<file path="config.mk">
export PLATFORM = sky130hd
export DESIGN_NAME = mac_client_status_flow_ctrl
export DESIGN_NICKNAME = d
export VERILOG_FILES = /design/src/logic/mac_client_pkg.sv /design/src/logic/flow_req_if.sv /design/src/logic/flow_req_decode.sv /design/src/logic/mac_client_status_flow_ctrl.sv
export VERILOG_INCLUDE_DIRS = /design/src /design/src/logic
export SDC_FILE = /design/constraint.sdc
export NUM_CORES = 1
export LEC_CHECK = 0
export BUFFER_PORTS_ARGS = -buffer_cell sky130_fd_sc_hd__buf_2
export CORE_AREA = 4 4 147 149
export CTS_BUF_LIST = sky130_fd_sc_hd__clkbuf_4
export CTS_CLUSTER_DIAMETER = 100
export DETAILED_ROUTE_END_ITERATION = 12
export DIE_AREA = 0 0 151 153
export PLACE_DENSITY = 0.79
export SYNTH_ARGS = -nofsm -noshare
export SYNTH_HDL_FRONTEND = slang
export SYNTH_HIERARCHICAL = 1
export SYNTH_SLANG_ARGS = --single-unit
</file>
<file path="constraint.sdc">
create_clock -name I_CLK -period 4.5 [get_ports I_CLK]
set_input_delay 0.675 -clock I_CLK [delete_from_list [all_inputs] [get_ports I_CLK]]
set_output_delay 0.675 -clock I_CLK [all_outputs]
set_load 0.05 [all_outputs]
</file>
<file path="src/logic/mac_client_params.svh">
// constants for the mac client status and flow-control block
`ifndef MAC_CLIENT_PARAMS_SVH
`define MAC_CLIENT_PARAMS_SVH
`define POS_PFC        39
`define POS_UNICAST    38
`define POS_MULTICAST  37
`define POS_BROADCAST  36
`define POS_PAUSE      35
`define POS_CONTROL    34
`define POS_VLAN       33
`define POS_STACKED    32
`define POS_FLEN_LO    16
`define POS_ERR_PLEN   2
`define POS_ERR_OVER   1
`define INFO_W         40
`define ERR_W          7
`define QUEUE_MAX      8
`define DEF_QUEUES     1
`define CODE_IDLE      2'h0
`define CODE_XON       2'h1
`define CODE_XOFF      2'h2
`define MIN_PAYLOAD    16'h002E
`define TYPE_LEN_MAX   16'h05DC
`define TYPE_PAUSE     16'h8808
`define TYPE_VLAN      16'h8100
`define DEF_MAX_FRAME  16'h05EE
`define HDR_BYTES      16'h000E
`define FCS_BYTES      16'h0004
`define VLAN_BYTES     16'h0004
`endif

</file>
<file path="src/logic/mac_client_pkg.sv">
// types shared by the mac client status and flow-control block
package mac_client_pkg;
  typedef enum logic [1:0] {
    FLOW_NONE,
    FLOW_XON,
    FLOW_XOFF
  } flow_req_t;
  typedef enum logic [1:0] {
    TX_IDLE,
    TX_BODY
  } tx_phase_t;
endpackage

</file>
<file path="src/logic/flow_req_if.sv">
// carrier of flow-control requests between decoder and main block
`timescale 1ns/10ps
`default_nettype none
interface flow_req_if #(parameter int Q = 1);
  logic [Q-1:0] xon;
  logic [Q-1:0] xoff;
  logic [Q-1:0] hold;
  modport src (output xon, output xoff, output hold);
  modport dst (input xon, input xoff, input hold);
endinterface
`default_nettype wire

</file>
<file path="src/logic/flow_req_decode.sv">
// per-queue decoder of flow-control request codes
`timescale 1ns/10ps
`default_nettype none
`include "mac_client_params.svh"
module flow_req_decode
  import mac_client_pkg::*;
#(
  parameter int Q = `DEF_QUEUES
) (
  input  wire logic         clk,
  input  wire logic         rst_n,
  input  wire logic         two_bit,
  input  wire logic [Q-1:0] low_bits,
  input  wire logic [Q-1:0] high_bits,
  flow_req_if.src           req
);
  typedef struct packed {
    logic [Q-1:0] prev;
    logic [Q-1:0] xon;
    logic [Q-1:0] xoff;
    logic [Q-1:0] hold;
  } dec_state_t;
  dec_state_t s_q;
  dec_state_t s_d;
  logic [1:0] code;

  always_comb begin
    s_d      = s_q;
    code     = 2'h0;
    s_d.prev = low_bits;
    for (int i = 0; i < Q; i++) begin
      s_d.xon[i]  = 1'b0;
      s_d.xoff[i] = 1'b0;
      s_d.hold[i] = 1'b0;
      if (two_bit) begin
        code = {high_bits[i], low_bits[i]};
        unique case (code)
          `CODE_XON:  s_d.xon[i]  = 1'b1;
          `CODE_XOFF: s_d.xoff[i] = 1'b1;
          `CODE_IDLE: s_d.hold[i] = 1'b1;
          default:    s_d.hold[i] = 1'b1;
        endcase
      end else begin
        // high vector unused here
        s_d.xoff[i] = low_bits[i] & ~s_q.prev[i];
        s_d.xon[i]  = ~low_bits[i] & s_q.prev[i];
        s_d.hold[i] = low_bits[i] & s_q.prev[i];
      end
    end
  end

  always_ff @(posedge clk or negedge rst_n) begin
    if (!rst_n) begin
      s_q <= '0;
    end else begin
      s_q <= s_d;
    end
  end

  assign req.xon  = s_q.xon;
  assign req.xoff = s_q.xoff;
  assign req.hold = s_q.hold;
endmodule
`default_nettype wire

</file>
<file path="src/logic/mac_client_status_flow_ctrl.sv">
// client-side tx status, flow-control requests and rx word ordering
`timescale 1ns/10ps
`default_nettype none
`include "mac_client_params.svh"
module mac_client_status_flow_ctrl
  import mac_client_pkg::*;
#(
  parameter int Q = `DEF_QUEUES
) (
  input  wire logic                 I_CLK,
  input  wire logic                 I_RESETN,
  input  wire logic                 I_TX_VALID,
  input  wire logic                 I_TX_SOP,
  input  wire logic                 I_TX_EOP,
  input  wire logic [2:0]           I_TX_EMPTY,
  input  wire logic [63:0]          I_TX_CLIENT_WORD,
  input  wire logic [15:0]          I_MAX_FRAME,
  input  wire logic                 I_FLOW_TWO_BIT,
  input  wire logic [Q-1:0]         I_FLOW_REQ_LOW_BITS,
  input  wire logic [Q-1:0]         I_FLOW_REQ_HIGH_BITS,
  input  wire logic                 I_RX_VALID,
  input  wire logic [63:0]          I_RX_LINE_WORD,
  output logic [`INFO_W-1:0]        O_TX_FRAME_INFO_WORD,
  output logic [`ERR_W-1:0]         O_TX_FRAME_ERROR_FLAGS,
  output logic                      O_TX_FRAME_INFO_STROBE,
  output logic [Q-1:0]              O_FLOW_XON,
  output logic [Q-1:0]              O_FLOW_XOFF,
  output logic [Q-1:0]              O_FLOW_ACTIVE,
  output logic                      O_RX_VALID,
  output logic [63:0]               O_RX_CLIENT_WORD
);
  typedef struct packed {
    tx_phase_t          phase;
    logic [2:0]         word_idx;
    logic [15:0]        bytes;
    logic [15:0]        type_len;
    logic [7:0]         kind;
    logic               tag_seen;
    logic               stacked;
    logic [`INFO_W-1:0] info;
    logic [`ERR_W-1:0]  err;
    logic               strobe;
    logic [Q-1:0]       xon;
    logic [Q-1:0]       xoff;
    logic [Q-1:0]       active;
    logic               rx_valid;
    logic [63:0]        rx_word;
  } top_state_t;
  top_state_t s_q;
  top_state_t s_d;
  logic [1:0] rst_sync_q;
  logic       rst_n;
  flow_req_if #(.Q(Q)) freq ();

  function automatic logic [63:0] swap_bytes(input logic [63:0] w);
    logic [63:0] r;
    r = '0;
    for (int b = 0; b < 8; b++) begin
      r[8*b +: 8] = w[8*(7-b) +: 8];
    end
    return r;
  endfunction

  // destination class from the six address bytes, group bit from the first
  function automatic logic [7:0] dest_kind(input logic [63:0] w);
    logic [7:0] k;
    k = '0;
    if (w[63:16] == 48'hFFFF_FFFF_FFFF) begin
      k[`POS_BROADCAST-32] = 1'b1;
    end else if (w[56]) begin
      k[`POS_MULTICAST-32] = 1'b1;
    end else begin
      k[`POS_UNICAST-32] = 1'b1;
    end
    return k;
  endfunction

  // header bytes ahead of the payload, four more per tag
  function automatic logic [15:0] head_bytes(input logic tag,
                                             input logic stacked);
    logic [15:0] h;
    h = `HDR_BYTES;
    if (tag) begin
      h = h + `VLAN_BYTES;
    end
    if (stacked) begin
      h = h + `VLAN_BYTES;
    end
    return h;
  endfunction

  function automatic logic [15:0] word_bytes(input logic [2:0] empty);
    return 16'h0008 - {13'h0, empty};
  endfunction

  always_ff @(posedge I_CLK or negedge I_RESETN) begin
    if (!I_RESETN) begin
      rst_sync_q <= 2'h0;
    end else begin
      rst_sync_q <= {rst_sync_q[0], 1'b1};
    end
  end
  assign rst_n = rst_sync_q[1];

  flow_req_decode #(.Q(Q)) u_dec (
    .clk       (I_CLK),
    .rst_n     (rst_n),
    .two_bit   (I_FLOW_TWO_BIT),
    .low_bits  (I_FLOW_REQ_LOW_BITS),
    .high_bits (I_FLOW_REQ_HIGH_BITS),
    .req       (freq.src)
  );

  always_comb begin
    logic [15:0] flen;
    logic [15:0] plen;
    logic [15:0] hdr;
    logic [15:0] tl;
    logic [7:0]  knd;
    logic [63:0] w;
    flen = '0;
    plen = '0;
    hdr  = '0;
    tl   = '0;
    knd  = '0;
    w    = I_TX_CLIENT_WORD;
    s_d  = s_q;
    s_d.strobe = 1'b0;
    // frame parse; first address byte in w[63:56]
    if (I_TX_VALID) begin
      if (I_TX_SOP && !I_TX_EOP) begin
        s_d.phase    = TX_BODY;
        s_d.word_idx = 3'h1;
        s_d.bytes    = 16'h0008;
        s_d.kind     = dest_kind(w);
        s_d.tag_seen = 1'b0;
        s_d.stacked  = 1'b0;
      // a word with both start and end is dropped, frame goes on
      end else if (s_q.phase == TX_BODY && !I_TX_SOP) begin
        if (s_q.word_idx == 3'h1) begin
          tl = w[31:16];
          knd = s_q.kind;
          if (tl == `TYPE_VLAN) begin
            knd[`POS_VLAN-32] = 1'b1;
            s_d.tag_seen = 1'b1;
          end
          if (tl == `TYPE_PAUSE) begin
            knd[`POS_CONTROL-32] = 1'b1;
            if (w[15:0] == 16'h0001) begin
              knd[`POS_PAUSE-32] = 1'b1;
            end else if (w[15:0] == 16'h0101) begin
              knd[`POS_PFC-32] = 1'b1;
            end
          end
          s_d.kind     = knd;
          s_d.type_len = tl;
        end
        if (s_q.word_idx == 3'h2 && s_q.tag_seen) begin
          s_d.type_len = w[63:48];
          // second tag: the length or type field moves four bytes on
          if (w[63:48] == `TYPE_VLAN) begin
            s_d.kind[`POS_STACKED-32] = 1'b1;
            s_d.stacked  = 1'b1;
            s_d.type_len = w[31:16];
          end
        end
        if (s_q.word_idx != 3'h7) begin
          s_d.word_idx = s_q.word_idx + 3'h1;
        end
        if (I_TX_EOP) begin
          flen = s_q.bytes + word_bytes(I_TX_EMPTY);
          hdr  = head_bytes(s_d.tag_seen, s_d.stacked);
          plen = flen - hdr - `FCS_BYTES;
          // word and flags then hold until the next strobe
          s_d.info = '0;
          s_d.info[`INFO_W-1:32] = s_d.kind;
          s_d.info[31:`POS_FLEN_LO] = flen;
          s_d.info[15:0] = plen;
          s_d.err = '0;
          if (s_d.type_len <= `TYPE_LEN_MAX &&
              s_d.type_len > plen) begin
            s_d.err[`POS_ERR_PLEN] = 1'b1;
          end
          if (flen > I_MAX_FRAME) begin
            s_d.err[`POS_ERR_OVER] = 1'b1;
          end
          s_d.strobe = 1'b1;
          s_d.phase  = TX_IDLE;
        end else begin
          s_d.bytes = s_q.bytes + 16'h0008;
        end
      end
    end
    // active: queue paused, or a request left to finish
    s_d.xon    = freq.xon;
    s_d.xoff   = freq.xoff;
    s_d.active = freq.hold | freq.xoff;
    // receive: one word a cycle, earliest byte moved to top lane
    s_d.rx_valid = I_RX_VALID;
    if (I_RX_VALID) begin
      s_d.rx_word = swap_bytes(I_RX_LINE_WORD);
    end
  end

  always_ff @(posedge I_CLK or negedge rst_n) begin
    if (!rst_n) begin
      s_q <= '0;
    end else begin
      s_q <= s_d;
    end
  end

  assign O_TX_FRAME_INFO_WORD   = s_q.info;
  assign O_TX_FRAME_ERROR_FLAGS = s_q.err;
  assign O_TX_FRAME_INFO_STROBE = s_q.strobe;
  assign O_FLOW_XON             = s_q.xon;
  assign O_FLOW_XOFF            = s_q.xoff;
  assign O_FLOW_ACTIVE          = s_q.active;
  assign O_RX_VALID             = s_q.rx_valid;
  assign O_RX_CLIENT_WORD       = s_q.rx_word;
endmodule
`default_nettype wire

</file>
==> results of run 1 <==
[path summary, 6_finish.rpt]
check | start | endpoint | slack (ns) | depth (start not counted)
max in group asynchronous | rst_sync_q[1] | s_q[136] | 3.02 | 1
min in group asynchronous | I_RESETN | rst_sync_q[1] | 0.41 | 2
worst min register to register | u_dec/req.xon | O_FLOW_XON | 0.34 | 0
worst max-delay path | s_q[159] | O_TX_FRAME_ERROR_FLAGS[2] | -0.48 | 26
worst max register to register | s_q[159] | O_TX_FRAME_ERROR_FLAGS[2] | -0.48 | 26
worst min-delay path | I_FLOW_REQ_LOW_BITS | u_dec/s_q[3] | 0.26 | 1
[state kept, by name, summed over array words and instances, names as in the netlist, 2 cells and up]
name,count
O_TX_FRAME_ERROR_FLAGS,2
rst_sync_q,2
O_RX_CLIENT_WORD,64
s_q,43
O_TX_FRAME_INFO_WORD,39
[where the power goes]
part	switching, mW	internal [mW]
sequential	0.167	1.68
clock	0.579	0.471
combinational	1.67	1.02
[layout by cell type (no fill, tap or decap), drive strengths merged, types with 13 or more instances in the layout]
master	instances
a21oi	26
buf	352
clkbuf	18
dfrtp	159
ha	49
inv	61
mux2	66
nand2	129
nand3	16
nand4	25
nor2	36
nor4	13
o21ai	60
xnor2	22
xor2	13
[layout make-up]
type | instances | area, um2
inverters | 54 | 205
multi-input cells | 556 | 3980
fillers | 1768 | 9310
repair buffers | 353 | 2000
well taps | 270 | 338
clock inverters | 14 | 221
flip-flops and latches | 159 | 3980
clock buffers | 18 | 135
[stage by stage]
| step | cells | hold slack [ns] | area [um2] | utilization (%) |
|---|---|---|---|---|
| floorplan | 912 | 0.331 | 8980 | - |
| global placement | 1383 | 0.335 | 10300 | 50.9 |
| detailed placement | 1383 | 0.337 | 10300 | 50.9 |
| CTS | 1422 | 0.207 | 10800 | 53.6 |
| global route | 1424 | 0.210 | 10900 | 53.8 |
| finish | 1424 | 0.261 | 10900 | 53.8 |
[cells in the mapped netlist (5+ instances only)]
library cell  instances
nor3_1                8
mux2_2               66
inv_1                52
nor4_1               12
and3_1                7
nand4_1              25
or3_1                 5
a21oi_1              26
dfrtp_1             159
ha_1                 49
a21o_1                8
nand2_1             129
xnor2_1              21
buf_4               112
nor2_1               36
nand3_1              16
xor2_1               13
o21ai_1               9
a22oi_1               8
o21ai_0              51
clkbuf_1             22
[cell families (layout without fill, tap and decap cells)]
kind of cell    after synthesis  count (layout)  synth area share [%]
mux                          67              67                  8.42
buf+inv                     197             439                  13.2
flops                       159             159                  44.5
other cells                   2               7                0.0839
fa+ha+maj                    49              49                  6.85
xor+xnor                     35              35                  3.64
compound gates              134             134                  9.31
simple gates                264             264                  14.1
[per-layer routing]
layer  wire (um)  track usage, %  vias to the layer above
met5          13               0                        -
met4         875            8.55                        2
met3        1740            4.59                       64
met2       12000            35.4                      285
met1        8910            22.7                     3413
li1            -               -                     3463
[worst max-delay path, cell delays in order (launching register included)]
cell      delay [ns]
dfrtp_1         0.41
inv_2           0.07
ha_4            0.14
nand2b_4        0.07
nor4_4          0.27
nand4_1         0.23
nor4_4          0.23
buf_4           0.18
nor2_4          0.05
ha_4            0.26
inv_2           0.04
ha_4            0.26
inv_4           0.04
ha_4            0.14
a21o_1          0.18
a21o_1          0.20
a21oi_4         0.20
nand3_1         0.16
xnor2_2         0.19
ha_1            0.33
a211oi_2        0.23
o21bai_1        0.11
a21o_1          0.18
a211oi_1        0.23
o211ai_1        0.15
a41oi_2         0.22
o21ai_1         0.08
[timing repair]
item	in CTS	in global routing
cloned	0	0
resized for setup	23	4
setup buffers	6	2
endpoints found under the hold margin	2	0
endpoints found under the setup margin	1	1
pin swaps	17	6
hold buffers	1	0
==> results.sh, run 1 <==
export IMPL_clk_latency_ns=0.57
export IMPL_worstSetupStartpointType="flip-flop"
export IMPL_cts_root_buf="clkbuf_4"
export IMPL_numCtsBuffers=17
export IMPL_ys_ff_latch=159
export IMPL_drtIter0Drc=353
export IMPL_first_pass_iters=6
export IMPL_async_flop_share_pct=100
export IMPL_status="complete, but fails checks"
export IMPL_skew_ns=0.0275
export IMPL_tightestPinTransition_ns=0.983
export IMPL_cts_sinks=159
export IMPL_cp_arrival_ns=5.43
export IMPL_die_area_um2=23100
export IMPL_netlist_top_cells_area="dfrtp_1 44%, buf_4 9.4%, mux2_2 8.3%, ha_1 6.9%, nand2_1 5.4%"
export IMPL_routed_wl_um=23500
export IMPL_worst_endpoint_required_ns=4.96
export IMPL_ys_flop_type="dfrtp_1"
export IMPL_rsz0062_at_grt="true"
export IMPL_setup_viol=1
export IMPL_powerDensity_nw_per_um2=515
export IMPL_cts_tree="built"
export IMPL_grt_pass1_vias=7292
export IMPL_coreArea_um2=20200
export IMPL_drv_slew=0
export IMPL_power_mw=5.60
export IMPL_ant_nets=0
export IMPL_fin_crit_ns=4.98
export IMPL_yosys_area_top_type="dfrtp_1"
export IMPL_initial_core_util_pct=44.4
export IMPL_syn_area_um2=8950
export IMPL_violations="negative setup slack"
export IMPL_yosysUniqueCellTypes=63
export IMPL_routed_via_count=7227
export IMPL_antenna_cells=0
export IMPL_portBuffers=266
export IMPL_grt_max_degree=87
export IMPL_ys_seq_area_share_pct=44.5
export IMPL_h_tree_depth=4
export IMPL_vias_per_cell=5.08
export IMPL_area_growth_syn_to_layout_pct=21.3
export IMPL_min_period_over_period_pct=111
export IMPL_fmax_mhz=201
export IMPL_hpwl_um=18400
export IMPL_final_nets=1346
export IMPL_gp_congestion=0.947
export IMPL_gr_total_overflow=0
export IMPL_tns_ns=-0.476
export IMPL_min_path_type="in -> reg"
export IMPL_grt_total_usage_pct=19.9
export IMPL_relSlewSlack_pct=34.4
export IMPL_synth_edf_count=0
export IMPL_postSynthAreaPerCell_um2=9.86
export IMPL_clk_pin_slew_ns=0.16
export IMPL_layout_drive_gt1_share_pct=41.9
export IMPL_wl_per_cell_um=16.5
export IMPL_grt_pass1_wl_um=36600
export IMPL_postLayoutSetupSlackWorst_ns=-0.476
export IMPL_path_max_fanout=3
export IMPL_ys_warnings_count=6
export IMPL_clockBufferDepth=2
export IMPL_finalHoldViolCount=0
export IMPL_rows=52
export IMPL_die_h_um=153
export IMPL_drc_errors=0
export IMPL_die_w_um=151
export IMPL_netlist_instances=907
export IMPL_dp_slack_ns=-1.16
export IMPL_ir_drop_mv=0.247
export IMPL_ios=272
export IMPL_p_leak_nw=5.63
export IMPL_antenna_found_initial=1
export IMPL_drv_cap=0
export IMPL_synth_top_area_share_pct=44.5
export IMPL_critPathKind="reg -> reg"
export IMPL_endpoint_kind="flip-flop"
(Power assumes the default switching activity.)
==> run 2: changes to the inputs <==
--- a/config.mk
+++ b/config.mk
@@ -7,12 +7,13 @@
 export NUM_CORES = 1
 export LEC_CHECK = 0
 export BUFFER_PORTS_ARGS = -buffer_cell sky130_fd_sc_hd__buf_2
-export CORE_AREA = 4 4 147 149
+export CORE_AREA = 2 2 119 178
 export CTS_BUF_LIST = sky130_fd_sc_hd__clkbuf_4
 export CTS_CLUSTER_DIAMETER = 100
 export DETAILED_ROUTE_END_ITERATION = 12
-export DIE_AREA = 0 0 151 153
+export DIE_AREA = 0 0 121 180
 export PLACE_DENSITY = 0.79
+export RECOVER_POWER = 100
 export SYNTH_ARGS = -nofsm -noshare
 export SYNTH_HDL_FRONTEND = slang
 export SYNTH_HIERARCHICAL = 1
==> run 2 against run 1 <==
Effect of this change: the flow finishes with violations (max-capacitance violations, max-slew violations, negative setup slack); flip-flop and latch count did not move; final cell count fell by 0.91%; critical path depth fell by 1; global-route usage rose by 1.3 points; clock-buffer cell count did not move; worst hold slack improved by 0.011 ns; largest cell class unchanged; sequential power barely moved; highest routed layer unchanged; die area fell by 5.7%; sequential share of layout area rose by 0.50 points; clock power fell by 6%.
==> results.sh, run 2 (synthesis gave the netlist of run 1 again) <==
export IMPL_postLayoutSetupSlackWorst_ns=-0.202
export IMPL_ir_drop_mv=0.229
export IMPL_grt_total_usage_pct=21.2
export IMPL_numCtsBuffers=17
export IMPL_slowest_delay_ns=0.52
export IMPL_tns_ns=-0.202
export IMPL_h_tree_depth=4
export IMPL_endpoint_kind="flip-flop"
export IMPL_worstSetupStartpointType="input pin"
export IMPL_clockBufferDepth=2
export IMPL_min_path_type="in -> reg"
export IMPL_dr_wl_met2_um=12200
export IMPL_skew_ns=0.0214
export IMPL_holdWs_ns=0.272
export IMPL_status="complete, but fails checks"
export IMPL_routed_top_layer="met5"
export IMPL_coreArea_um2=20300
export IMPL_cts_sinks=159
export IMPL_fmax_mhz=213
export IMPL_clk_latency_ns=0.59
export IMPL_place_inst=1377
export IMPL_worst_endpoint_required_ns=5.01
export IMPL_relSlewSlack_pct=-103
export IMPL_drv_cap=4
export IMPL_path_max_fanout=3
export IMPL_die_h_um=180
export IMPL_vias_per_cell=5.16
export IMPL_layout_drive_gt1_share_pct=38.8
export IMPL_critPathKind="in -> reg"
export IMPL_violations="max-capacitance violations, max-slew violations, negative setup slack"
export IMPL_gr_total_overflow=0
export IMPL_cts_root_buf="clkbuf_4"
export IMPL_ios=272
export IMPL_first_pass_iters=6
export IMPL_slowest_stage="or4_4"
export IMPL_final_core_util_pct=52.8
export IMPL_finalNonFillerCells=1411
export IMPL_routed_via_count=7283
export IMPL_cp_arrival_ns=5.22
export IMPL_setup_viol=1
export IMPL_antenna_found_initial=2
export IMPL_final_cell_mix="241 x buf_2, 159 x dfrtp_1, 128 x nand2_1"
export IMPL_clk_pin_slew_ns=0.12
export IMPL_ant_nets=0
export IMPL_die_area_um2=21800
export IMPL_p_leak_nw=5.51
export IMPL_crit_path_frequent_cell="nand4_1"
export IMPL_die_w_um=121
export IMPL_powerDensity_nw_per_um2=508
export IMPL_drc_errors=0
export IMPL_initial_core_util_pct=44.2
export IMPL_grt_max_degree=76
export IMPL_wl_per_cell_um=16.5
export IMPL_final_nets=1341
export IMPL_grt_pass1_vias=7288
export IMPL_rows=64
export IMPL_portBuffers=266
export IMPL_rsz0062_at_grt="true"
export IMPL_drv_slew=212
export IMPL_area_growth_syn_to_layout_pct=19.6
export IMPL_cts_tree="built"
export IMPL_finalHoldViolCount=0
export IMPL_fin_crit_ns=4.70
export IMPL_grt_pass1_wl_um=35600
export IMPL_gp_congestion=0.907
export IMPL_largest_reg_flops=64
export IMPL_routed_wl_um=23200
export IMPL_route_met3_wl_um=1370
export IMPL_drtIter0Drc=485
export IMPL_final_common_cell="buf_2"
export IMPL_tightestPinTransition_ns=3.04
export IMPL_min_period_over_period_pct=104
export IMPL_power_mw=5.44
export IMPL_wl_met1_um=8110
export IMPL_hpwl_um=18500
run 2: cell count changes in the layout (fill, tap and decap cells not counted), moves of 3 or more:
cell      before  now
buf_4         85   75
inv_8          3    0
inv_6          4    0
buf_2        266  241
clkbuf_1       0   28
run 2: area by class of cell:
type                       count  area (um2)
antenna                        1        2.50
timing repair buffer         348        1910
sequential                   159        3980
inverter                      54         203
fill                        1781        9560
tap                          264         330
multi-input combinational    556        3950
clock buffer                  18         135
clock inverter                11         193
run 2: power by group:
part           total [mW]  internal, mW  switching, mW  leakage, nW
Combinational        2.60         0.952           1.64         3.36
Clock               0.986         0.493          0.494        0.170
Sequential           1.86          1.68          0.174         1.98
run 2: path summary, 6_finish.rpt:
kind                                        endpoint                  from  slack [ns]  depth (start not counted)
max                        O_TX_FRAME_ERROR_FLAGS[2]  I_TX_CLIENT_WORD[17]       -0.20                         25
max in group asynchronous       O_RX_CLIENT_WORD[21]         rst_sync_q[1]        0.93                          1
max reg2reg                O_TX_FRAME_ERROR_FLAGS[2]              s_q[158]       -0.12                         22
min in group asynchronous              rst_sync_q[0]              I_RESETN        0.39                          2
min                                     u_dec/s_q[3]   I_FLOW_REQ_LOW_BITS        0.27                          1
min reg2reg                               O_FLOW_XON         u_dec/req.xon        0.36                          0
run 2: metrics by stage:
step | instance area (um2) | setup slack (ns)
final | 10700 | -0.202
after global placement | 10300 | -0.921
after global routing | 10700 | -0.496
after floorplan | 8980 | -0.397
after CTS | 10700 | -0.284
after detailed placement | 10300 | -1.09
run 2: worst max-delay path, delay by kind of cell:
| family | cells | cell delay [ns] |
|---|---|---|
| and+or+nand+nor | 10 | 2.06 |
| adders and majority gates | 4 | 0.99 |
| AOI/OAI and AO/OA | 6 | 0.93 |
| buffers and inverters | 4 | 0.35 |
| xor gates and xnor gates | 1 | 0.20 |
run 2: repair_timing:
item                                    4_1_cts  5_1_grt
resized for setup                            22        2
setup buffers                                 2        1
endpoints found under the setup margin        1        1
pin swaps                                    19        3
hold buffers                                  1        0
hold endpoints to repair                      2        0
run 2: layer usage:
layer	vias up	global-route usage [%]
met3	96	4.25
met5	-	0
met2	306	39.0
met1	3431	21.0
met4	2	13.5
li1	3448	-
